File: config.mk
export PLATFORM = sky130hd
export DESIGN_NAME = core_sfr
export DESIGN_NICKNAME = d
export VERILOG_FILES = /design/src/hw/core_sfr.v /design/src/hw/core_alu_flags.v
export VERILOG_INCLUDE_DIRS = /design/src /design/src/hw
export SDC_FILE = /design/constraint.sdc
export NUM_CORES = 1
export LEC_CHECK = 0
export BUFFER_PORTS_ARGS = -buffer_cell sky130_fd_sc_hd__buf_4
export CORE_ASPECT_RATIO = 0.5
export CORE_MARGIN = 1
export CORE_UTILIZATION = 45
export DETAILED_ROUTE_END_ITERATION = 10
export GPL_TIMING_DRIVEN = 0
export PLACE_DENSITY = 0.71
export SETUP_SLACK_MARGIN = 0.05
export SYNTH_ARGS = -nofsm -noshare
export SYNTH_HDL_FRONTEND = slang
export SYNTH_HIERARCHICAL = 1
export SYNTH_SLANG_ARGS = --single-unit
export TNS_END_PERCENT = 50
File: constraint.sdc
create_clock -name SYS_CLK -period 5.87 [get_ports SYS_CLK]
set_clock_uncertainty 0.2 [all_clocks]
set_input_delay 1.761 -clock SYS_CLK [delete_from_list [all_inputs] [get_ports SYS_CLK]]
set_output_delay 1.761 -clock SYS_CLK [all_outputs]
set_load 0.05 [all_outputs]
File: src/hw/core_sfr_map.vh
/*
 * Constants for the core special register block: register offsets, status bit
 * positions, reset values, operation codes and indirect pointer regions.
 * Assumes it is included by bare name from files that use these macros.
 */
`ifndef CORE_SFR_MAP_VH
`define CORE_SFR_MAP_VH

//****************************************************************
// Register offsets inside every bank.
//****************************************************************
`define WIN0_OFS      7'h00
`define WIN1_OFS      7'h01
`define PCLO_OFS      7'h02
`define STAT_OFS      7'h03
`define PTR0_LO_OFS   7'h04
`define PTR0_HI_OFS   7'h05
`define PTR1_LO_OFS   7'h06
`define PTR1_HI_OFS   7'h07
`define BANK_OFS      7'h08
`define ACC_OFS       7'h09
`define PCHOLD_OFS    7'h0A
`define CORE_LAST     7'h0A

//****************************************************************
// Status bit positions.
//****************************************************************
`define TIMEOUT_BIT   4
`define PWRDN_BIT     3
`define ZERO_BIT      2
`define NIBC_BIT      1
`define CARRY_BIT     0
`define NIB_MSB       3

//****************************************************************
// Reset values.
//****************************************************************
`define BYTE_ZERO     8'h00
`define PTR_RST       16'h0000
`define BANK_RST      6'h00
`define PCH_RST       7'h00
`define FLAG_RST      1'b0
`define PWR_FLAG_RST  1'b1
`define STAT_PAD      3'h0
`define BANK_PAD      2'h0
`define PCH_PAD       1'b0

//****************************************************************
// Indirect pointer regions.
//****************************************************************
`define PTR_PROG_BIT  15
`define REGION_MSB    15
`define REGION_LSB    13
`define BANKED_REGION 3'h0
`define PTR_LO_MSB    7
`define PTR_LO_LSB    0
`define PTR_HI_MSB    15
`define PTR_HI_LSB    8

//****************************************************************
// Operation codes.
//****************************************************************
`define OP_ADD_FILE   4'h0
`define OP_ADD_LIT    4'h1
`define OP_SUB_LIT    4'h2
`define OP_SUB_FILE   4'h3
`define OP_ROT_RIGHT  4'h4
`define OP_ROT_LEFT   4'h5
`define OP_AND        4'h6
`define OP_IOR        4'h7
`define OP_XOR        4'h8

`endif

File: src/hw/core_sfr.v
/*
 * Core special register block: status flags, two indirect pointers with their
 * windows, bank select, accumulator and program counter high holding latch.
 * Assumes the execution datapath drives requests synchronous to SYS_CLK, waits
 * for SFR_RVALID while SFR_BUSY is high, and that RST_N is the power-on or
 * brown-out reset while OTHER_RST marks every other reset.
 */
`timescale 1ns/100ps
`default_nettype none
`include "core_sfr_map.vh"

module core_sfr #(
	parameter DATA_W = 8,
	parameter PTR_W  = 16,
	parameter BANK_W = 6,
	parameter PCH_W  = 7,
	parameter OFS_W  = 7,
	parameter PROG_W = 14
) (
	// Clock and resets.
	input  wire                      SYS_CLK,
	input  wire                      RST_N,
	input  wire                      OTHER_RST,
	// Register access port.
	input  wire [OFS_W-1:0]          SFR_ADDR,
	input  wire                      SFR_RD,
	input  wire                      SFR_WR,
	input  wire [DATA_W-1:0]         SFR_WDATA,
	output reg  [DATA_W-1:0]         SFR_RDATA,
	output reg                       SFR_RVALID,
	output reg                       SFR_BUSY,
	// Data and program memory behind the windows.
	output reg  [PTR_W-1:0]          MEM_ADDR,
	output reg                       MEM_RD,
	output reg                       MEM_WR,
	output reg                       MEM_PROG,
	output reg  [DATA_W-1:0]         MEM_WDATA,
	input  wire [DATA_W-1:0]         MEM_RDATA,
	input  wire [PROG_W-1:0]         PROG_RDATA,
	// Operation port.
	input  wire                      OP_VALID,
	input  wire [3:0]                OP_CODE,
	input  wire [DATA_W-1:0]         OP_OPERAND,
	input  wire                      OP_TO_ACC,
	output reg  [DATA_W-1:0]         OP_RESULT,
	output reg                       OP_DONE,
	// Power and watchdog events.
	input  wire                      SLEEP_EXEC,
	input  wire                      WATCHDOG_CLEAR_OP_EXEC,
	input  wire                      WDT_TIMEOUT,
	// Direct addressing and program counter.
	input  wire [OFS_W-1:0]          DIRECT_OFFSET,
	output reg  [BANK_W+OFS_W-1:0]   DATA_ADDR,
	input  wire [DATA_W-1:0]         PC_LOW,
	output reg                       PCL_WR,
	output reg  [DATA_W-1:0]         PCL_WDATA,
	output reg  [PCH_W-1:0]          PC_HIGH_LATCH,
	// Register views.
	output reg  [DATA_W-1:0]         ACC_Q,
	output reg  [DATA_W-1:0]         STATUS_Q,
	output reg  [PTR_W-1:0]          PTR0_Q,
	output reg  [PTR_W-1:0]          PTR1_Q,
	output reg  [BANK_W-1:0]         BANK_Q
);

	//****************************************************************
	// Register state.
	//****************************************************************
	reg [PTR_W-1:0]  ptr0_ff;
	reg [PTR_W-1:0]  ptr1_ff;
	reg [BANK_W-1:0] bank_ff;
	reg [DATA_W-1:0] acc_ff;
	reg [PCH_W-1:0]  pch_ff;
	reg              timeout_ff;
	reg              pwrdn_ff;
	reg              zero_ff;
	reg              nibc_ff;
	reg              carry_ff;
	reg              pend_ff;
	reg              prog_ff;

	wire [DATA_W-1:0] alu_result;
	wire              alu_zero;
	wire              alu_nib;
	wire              alu_carry;
	wire              upd_zero;
	wire              upd_nib;
	wire              upd_carry;

	//****************************************************************
	// Arithmetic unit.
	//****************************************************************
	core_alu_flags #(
		.W         (DATA_W)
	) u_alu (
		.op        (OP_CODE),
		.acc       (acc_ff),
		.opnd      (OP_OPERAND),
		.carry_in  (carry_ff),
		.result    (alu_result),
		.zero      (alu_zero),
		.nib_carry (alu_nib),
		.carry     (alu_carry),
		.upd_zero  (upd_zero),
		.upd_nib   (upd_nib),
		.upd_carry (upd_carry)
	);

	//****************************************************************
	// Access decode.
	//****************************************************************
	wire             rd_go    = SFR_RD & ~pend_ff;
	wire             wr_go    = SFR_WR & ~SFR_RD & ~pend_ff;
	wire             win1     = (SFR_ADDR == `WIN1_OFS);
	wire             indirect = (SFR_ADDR == `WIN0_OFS) | win1;
	wire [PTR_W-1:0] ptr      = win1 ? ptr1_ff : ptr0_ff;
	wire             banked   = (ptr[`REGION_MSB:`REGION_LSB] == `BANKED_REGION);
	wire             to_prog  = ptr[`PTR_PROG_BIT];
	// A pointer that lands on a window must not loop back through it.
	wire             to_self  = banked & (ptr[OFS_W-1:0] <= `WIN1_OFS);
	wire             to_core  = banked & ~to_self & (ptr[OFS_W-1:0] <= `CORE_LAST);
	// Core registers are served here even when reached through a window.
	wire [OFS_W-1:0] eff_addr = indirect ? ptr[OFS_W-1:0] : SFR_ADDR;
	wire             local_hit = ~indirect | to_self | to_core;
	wire             ext      = indirect & ~local_hit;
	wire             wr_local = wr_go & local_hit;

	//****************************************************************
	// Read multiplexer.
	//****************************************************************
	reg [DATA_W-1:0] rd_local;

	always @* begin
		rd_local = `BYTE_ZERO;
		case (eff_addr)
			`PCLO_OFS:    rd_local = PC_LOW;
			`STAT_OFS:    rd_local = {`STAT_PAD, timeout_ff, pwrdn_ff, zero_ff, nibc_ff, carry_ff};
			`PTR0_LO_OFS: rd_local = ptr0_ff[`PTR_LO_MSB:`PTR_LO_LSB];
			`PTR0_HI_OFS: rd_local = ptr0_ff[`PTR_HI_MSB:`PTR_HI_LSB];
			`PTR1_LO_OFS: rd_local = ptr1_ff[`PTR_LO_MSB:`PTR_LO_LSB];
			`PTR1_HI_OFS: rd_local = ptr1_ff[`PTR_HI_MSB:`PTR_HI_LSB];
			`BANK_OFS:    rd_local = {`BANK_PAD, bank_ff};
			`ACC_OFS:     rd_local = acc_ff;
			`PCHOLD_OFS:  rd_local = {`PCH_PAD, pch_ff};
			default:      rd_local = `BYTE_ZERO;
		endcase
	end

	//****************************************************************
	// Core registers.
	//****************************************************************
	always @(posedge SYS_CLK or negedge RST_N) begin
		if (!RST_N) begin
			ptr0_ff <= `PTR_RST;
			ptr1_ff <= `PTR_RST;
			bank_ff <= `BANK_RST;
			acc_ff <= `BYTE_ZERO;
			pch_ff <= `PCH_RST;
		end else if (OTHER_RST) begin
			ptr0_ff <= `PTR_RST;
			ptr1_ff <= `PTR_RST;
			bank_ff <= `BANK_RST;
			acc_ff <= `BYTE_ZERO;
			pch_ff <= `PCH_RST;
		end else begin
			if (wr_local && eff_addr == `PTR0_LO_OFS)
				ptr0_ff[`PTR_LO_MSB:`PTR_LO_LSB] <= SFR_WDATA;
			if (wr_local && eff_addr == `PTR0_HI_OFS)
				ptr0_ff[`PTR_HI_MSB:`PTR_HI_LSB] <= SFR_WDATA;
			if (wr_local && eff_addr == `PTR1_LO_OFS)
				ptr1_ff[`PTR_LO_MSB:`PTR_LO_LSB] <= SFR_WDATA;
			if (wr_local && eff_addr == `PTR1_HI_OFS)
				ptr1_ff[`PTR_HI_MSB:`PTR_HI_LSB] <= SFR_WDATA;
			if (wr_local && eff_addr == `BANK_OFS)
				bank_ff <= SFR_WDATA[BANK_W-1:0]; // and
			if (wr_local && eff_addr == `PCHOLD_OFS)
				pch_ff <= SFR_WDATA[PCH_W-1:0]; // and
			// The operation result wins over a register write in the same cycle.
			if (OP_VALID && OP_TO_ACC)
				acc_ff <= alu_result;
			else if (wr_local && eff_addr == `ACC_OFS)
				acc_ff <= SFR_WDATA;
		end
	end

	//****************************************************************
	// Status flags.
	//****************************************************************
	// Flags survive every reset except power-on and brown-out.
	always @(posedge SYS_CLK or negedge RST_N) begin
		if (!RST_N) begin
			timeout_ff <= `PWR_FLAG_RST;
			pwrdn_ff <= `PWR_FLAG_RST;
			zero_ff <= `FLAG_RST;
			nibc_ff <= `FLAG_RST;
			carry_ff <= `FLAG_RST;
		end else begin
			if (WATCHDOG_CLEAR_OP_EXEC || SLEEP_EXEC)
				timeout_ff <= 1'b1;
			else if (WDT_TIMEOUT)
				timeout_ff <= 1'b0;
			if (WATCHDOG_CLEAR_OP_EXEC)
				pwrdn_ff <= 1'b1;
			else if (SLEEP_EXEC)
				pwrdn_ff <= 1'b0;
			if (OP_VALID && upd_zero)
				zero_ff <= alu_zero;
			else if (wr_local && eff_addr == `STAT_OFS)
				zero_ff <= SFR_WDATA[`ZERO_BIT];
			if (OP_VALID && upd_nib)
				nibc_ff <= alu_nib;
			else if (wr_local && eff_addr == `STAT_OFS)
				nibc_ff <= SFR_WDATA[`NIBC_BIT];
			if (OP_VALID && upd_carry)
				carry_ff <= alu_carry; // and
			else if (wr_local && eff_addr == `STAT_OFS)
				carry_ff <= SFR_WDATA[`CARRY_BIT];
		end
	end

	//****************************************************************
	// Window access to memory.
	//****************************************************************
	// Memory answers combinationally in the strobe cycle; a slower memory would need a stall.
	always @(posedge SYS_CLK or negedge RST_N) begin
		if (!RST_N) begin
			pend_ff <= 1'b0;
			prog_ff <= 1'b0;
			MEM_ADDR <= `PTR_RST;
			MEM_RD <= 1'b0;
			MEM_WR <= 1'b0;
			MEM_PROG <= 1'b0;
			MEM_WDATA <= `BYTE_ZERO;
			SFR_RDATA <= `BYTE_ZERO;
			SFR_RVALID <= 1'b0;
			SFR_BUSY <= 1'b0;
		end else begin
			MEM_RD <= 1'b0;
			MEM_WR <= 1'b0;
			SFR_RVALID <= 1'b0;
			if (OTHER_RST) begin
				pend_ff <= 1'b0;
				SFR_BUSY <= 1'b0;
			end else if (pend_ff) begin
				// Program words give only their low byte.
				SFR_RDATA <= prog_ff ? PROG_RDATA[DATA_W-1:0] : MEM_RDATA;
				SFR_RVALID <= 1'b1;
				pend_ff <= 1'b0;
				SFR_BUSY <= 1'b0;
			end else if (rd_go && ext) begin
				MEM_ADDR <= ptr;
				MEM_RD <= 1'b1;
				MEM_PROG <= to_prog;
				prog_ff <= to_prog;
				pend_ff <= 1'b1;
				SFR_BUSY <= 1'b1;
			end else if (rd_go) begin
				SFR_RDATA <= rd_local;
				SFR_RVALID <= 1'b1;
			end else if (wr_go && ext && !to_prog) begin
				// Program memory is never written through a window.
				MEM_ADDR <= ptr;
				MEM_WR <= 1'b1;
				MEM_PROG <= 1'b0;
				MEM_WDATA <= SFR_WDATA;
			end
		end
	end

	//****************************************************************
	// Operation results, addressing and views.
	//****************************************************************
	always @(posedge SYS_CLK or negedge RST_N) begin
		if (!RST_N) begin
			OP_RESULT <= `BYTE_ZERO;
			OP_DONE <= 1'b0;
			DATA_ADDR <= {`BANK_RST, `WIN0_OFS};
			PCL_WR <= 1'b0;
			PCL_WDATA <= `BYTE_ZERO;
			PC_HIGH_LATCH <= `PCH_RST;
			ACC_Q <= `BYTE_ZERO;
			STATUS_Q <= {`STAT_PAD, `PWR_FLAG_RST, `PWR_FLAG_RST, `FLAG_RST, `FLAG_RST, `FLAG_RST};
			PTR0_Q <= `PTR_RST;
			PTR1_Q <= `PTR_RST;
			BANK_Q <= `BANK_RST;
		end else begin
			OP_DONE <= OP_VALID;
			if (OP_VALID)
				OP_RESULT <= alu_result;
			// Bank bits sit above the instruction's offset. and
			DATA_ADDR <= {bank_ff, DIRECT_OFFSET};
			PCL_WR <= wr_local & (eff_addr == `PCLO_OFS);
			if (wr_local && eff_addr == `PCLO_OFS)
				PCL_WDATA <= SFR_WDATA;
			PC_HIGH_LATCH <= pch_ff;
			ACC_Q <= acc_ff;
			STATUS_Q <= {`STAT_PAD, timeout_ff, pwrdn_ff, zero_ff, nibc_ff, carry_ff};
			PTR0_Q <= ptr0_ff;
			PTR1_Q <= ptr1_ff;
			BANK_Q <= bank_ff;
		end
	end

endmodule

`default_nettype wire

File: src/hw/core_alu_flags.v
/*
 * Combinational arithmetic and logic unit with status flag generation.
 * Assumes the caller registers the result and applies only the flags whose
 * update strobes are high.
 */
`timescale 1ns/100ps
`default_nettype none
`include "core_sfr_map.vh"

module core_alu_flags #(
	parameter W = 8
) (
	input  wire [3:0]   op,
	input  wire [W-1:0] acc,
	input  wire [W-1:0] opnd,
	input  wire         carry_in,
	output reg  [W-1:0] result,
	output reg          zero,
	output reg          nib_carry,
	output reg          carry,
	output reg          upd_zero,
	output reg          upd_nib,
	output reg          upd_carry
);

	reg [W:0]   sum;
	reg [4:0]   nib;
	reg [W-1:0] addend;
	reg         cin;

	always @* begin
		addend = acc;
		cin = 1'b0;
		// Subtraction adds the inverted accumulator plus one, so carry means no borrow.
		if (op == `OP_SUB_LIT || op == `OP_SUB_FILE) begin
			addend = ~acc;
			cin = 1'b1;
		end
		sum = {1'b0, opnd} + {1'b0, addend} + {{W{1'b0}}, cin};
		nib = {1'b0, opnd[`NIB_MSB:0]} + {1'b0, addend[`NIB_MSB:0]} + {4'h0, cin};
		result = sum[W-1:0];
		nib_carry = nib[`NIB_MSB+1];
		carry = sum[W];
		upd_zero = 1'b1;
		upd_nib = 1'b1;
		upd_carry = 1'b1;
		case (op)
			`OP_ADD_FILE, `OP_ADD_LIT, `OP_SUB_LIT, `OP_SUB_FILE: begin
				upd_nib = 1'b1;
			end
			`OP_ROT_RIGHT: begin
				result = {carry_in, opnd[W-1:1]};
				carry = opnd[0];
				upd_zero = 1'b0;
				upd_nib = 1'b0;
			end
			`OP_ROT_LEFT: begin
				result = {opnd[W-2:0], carry_in};
				carry = opnd[W-1];
				upd_zero = 1'b0;
				upd_nib = 1'b0;
			end
			`OP_AND: begin
				result = opnd & acc;
				upd_nib = 1'b0;
				upd_carry = 1'b0;
			end
			`OP_IOR: begin
				result = opnd | acc;
				upd_nib = 1'b0;
				upd_carry = 1'b0;
			end
			`OP_XOR: begin
				result = opnd ^ acc;
				upd_nib = 1'b0;
				upd_carry = 1'b0;
			end
			default: begin
				result = opnd;
				upd_zero = 1'b0;
				upd_nib = 1'b0;
				upd_carry = 1'b0;
			end
		endcase
		zero = (result == {W{1'b0}});
	end

endmodule

`default_nettype wire

==> metrics.txt <==
die area=0.0206 mm²; DP Cell Count=1269; CTS resizes=0; Final Setup Violations=0; area of the multi-input gates=0.00405 mm²; HP Start=timeout_ff; share of the synthesized area in the top cell type=48.7%; maximum VDD drop=194 µV; layout net count=1121; DRC Markers=0; reg2reg end=PCL_WDATA[2]; antenna fix cells=0; startpoint types=input port; dominant synthesized flop cell=dfrtp_1; Vias=7197; Layout Cells excl Fill=1301; Root Driver=clkbuf_16; Die W=202 µm; cell with the most instances after synthesis=dfrtp_1; worst r2r src=ptr1_ff[4]; Port Buffers=184; CP endpoint kind=flip-flop; Worst Reg2Reg Path Length in Cells=8; fin crit period=4.69 ns; unique cell type count in the Yosys netlist=82; Setup TNS=0 ns; hold-critical path depth=0; CTS tree=yes; Clk pin slew, worst setup/hold paths=0.07 ns; period utilization=79.9%; hold buffer count at CTS=0; data required time of the critical path=5.94 ns; worst setup margin=1.18 ns; met2 Use GR=42.8%; arrival time at the worst endpoint=4.76 ns; global-route wire length before repair=40400 µm; Post-DP HPWL=19400 µm; GRT busiest layer=met2; area grow syn2layout=26.2%; CORE AREA=0.0195 mm²; clk sinks=179; Pwr Density=261 mW/mm²; Synth top cells by count=dfrtp_1, mux2i_1, nand2_1; Post-Syn Instances=816; Rel. slew slack=17.2%; Post-Syn Area=0.00898 mm²; count of max-cap constraint violations=0; total grt overflow=0; post-route antenna net violation count=0; Synth area leader=dfrtp_1; reg-to-reg slack, setup=2.56 ns; Final Hold Fails=0; status=complete, no violations; worst slew pin tran=1.23 ns; post-CTS setup buffer count=0; Post-Syn Area per Cell=11.0 µm²; initial antenna violation count=0; maximum clock rate=213 MHz; crit path kind=in -> reg; vias in the first global route=6928; Lkg Pwr=5.63 nW; Post-synth EDFFs=0; largest net degree at the start of global routing=92; Placer Congestion=0.943; RSZ-0062 raised after global routing=no; sequential share of the synthesized area=49.9%; storage element area=0.00448 mm²; gr usage total=26.0%; Vias/cell=5.53; synthesis-stage register bit count=179; Initial Util=46.1%; Max Slew Vio Count=0; H-tree levels=4; met3 Use GR=4.18%; most area-consuming cells after synthesis=dfrtp_1, mux2i_1, ha_1; critical path peak fanout=10; layout cells sized above 1=30.2%; WL/cell=20.3 µm; CTS buffer count=17; clk_lat worst skew=0.43 ns; Longest Clk Path Bufs=2; worst min path class=reg -> reg; Die Ht=102 µm; Total Routed Length=26400 µm; hold endpoint=STATUS_Q[4]; 1st-iter DRT viols=592; Filler cells=1665; Yosys warnings=6; post-place setup slack=0.843 ns; TritonRoute pass-1 iters=8; Post-synth ARST share=100%; Ports=203; met1 GRT Util=36.0%; Rows=36
-- cells in the final DEF, fill, tap and decap left out, types with 4 or more instances in the layout --
master     netlist  final
nand3_1         11     11
mux2_2          26     26
dfstp_2          4      4
a21oi_1         34     34
a211oi_1         8      8
nand2_1         71     71
mux2i_1         86     86
buf_4           14    197
nand2b_1         9      9
dfrtp_1        175    175
a22o_1           4      4
a21o_1           4      4
mux4_2           7      7
o22ai_1          9      9
o21ai_0         37     37
buf_2           13     13
clkbuf_16        0     17
clkbuf_1        22     24
buf_6            6      6
inv_1           34     34
o31ai_1         13     13
nor2_1          70     70
a22oi_1          4      4
ha_1            24     24
or3_1            6      6
and3b_1          4      4
xnor2_1         10     10
and2_1           7      7
o32ai_1          6      6
nor3_1          12     12
o221ai_1         9      9
a31oi_1          4      4
-- worst max-delay path, stage by stage --
cell,delay [ns]
buf_4,0.14
nor4_2,0.69
nand2_1,0.20
o21ai_2,0.25
buf_4,0.28
buf_2,0.38
mux2i_1,0.28
nor2_1,0.07
a2111oi_0,0.45
o221ai_1,0.23
-- final cells by class --
class	instances	area share (%)
clock buffer	20	3.94
multi-input combinational	548	35.8
buffer	56	2.86
inverter	35	1.16
clock inverter	12	1.29
timing repair buffer	185	12.5
sequential	179	39.6
tap	266	2.94
-- where the power goes --
part | leakage, nW | internal, W | switching [W]
registers | 2.42 | 0.00127 | 0.0000351
logic | 2.93 | 0.000175 | 0.000321
clock network | 0.285 | 0.000649 | 0.000509
total | 5.63 | 0.00210 | 0.000865
-- registers in the layout, summed over array words and instances, names as in the netlist, 16 cells and up --
| register | count |
|---|---|
| PTR0_Q | 16 |
| ptr0_ff | 16 |
| MEM_ADDR | 16 |
| PTR1_Q | 16 |
| ptr1_ff | 16 |
-- worst max path at each step --
stage	startpoint	cells past startpoint	slack (ns)	to
after floorplan	OP_CODE[3]	14	1.48	zero_ff
after global placement	SFR_ADDR[3]	10	0.86	SFR_RDATA[0]
after detailed placement	SFR_ADDR[3]	10	0.84	SFR_RDATA[0]
after CTS	SFR_ADDR[3]	10	1.29	SFR_RDATA[0]
after global routing	SFR_ADDR[3]	10	0.93	SFR_RDATA[0]
final	SFR_ADDR[3]	10	1.18	SFR_RDATA[0]
-- through the flow --
| step | power (W) | util, % | hold WS, ns | cell area, µm² |
|---|---|---|---|---|
| 2_1_floorplan | 0.00163 | - | 0.160 | 8990 |
| 3_3_place_gp | 0.00181 | 54.9 | 0.167 | 10700 |
| 3_5_place_dp | 0.00182 | 55.1 | 0.168 | 10700 |
| 4_1_cts | 0.00297 | 58.1 | 0.177 | 11300 |
| 5_1_grt | 0.00306 | 58.1 | 0.182 | 11300 |
| 6_report | 0.00296 | 58.1 | 0.177 | 11300 |
-- layer usage --
| metal | wire [µm] | vias up | part of all wire [%] |
|---|---|---|---|
| li1 | - | 3326 | - |
| met1 | 11800 | 3606 | 45 |
| met2 | 12800 | 234 | 48 |
| met3 | 1500 | 31 | 5.7 |
| met4 | 300 | 0 | 1.1 |
| met5 | 0 | - | 0 |
-- kinds of logic after synthesis --
family                   share of synthesized area (%)
AO/OA/AOI/OAI                                     13.2
adder cells (fa/ha/maj)                           3.56
flip-flops                                        49.9
XOR/XNOR                                         0.975
multiplexers                                      14.6
other                                           0.0417
AND/OR/NAND/NOR                                   12.6
buffers and inverters                             5.07
No activity file was read; power rests on OpenSTA's default activity.
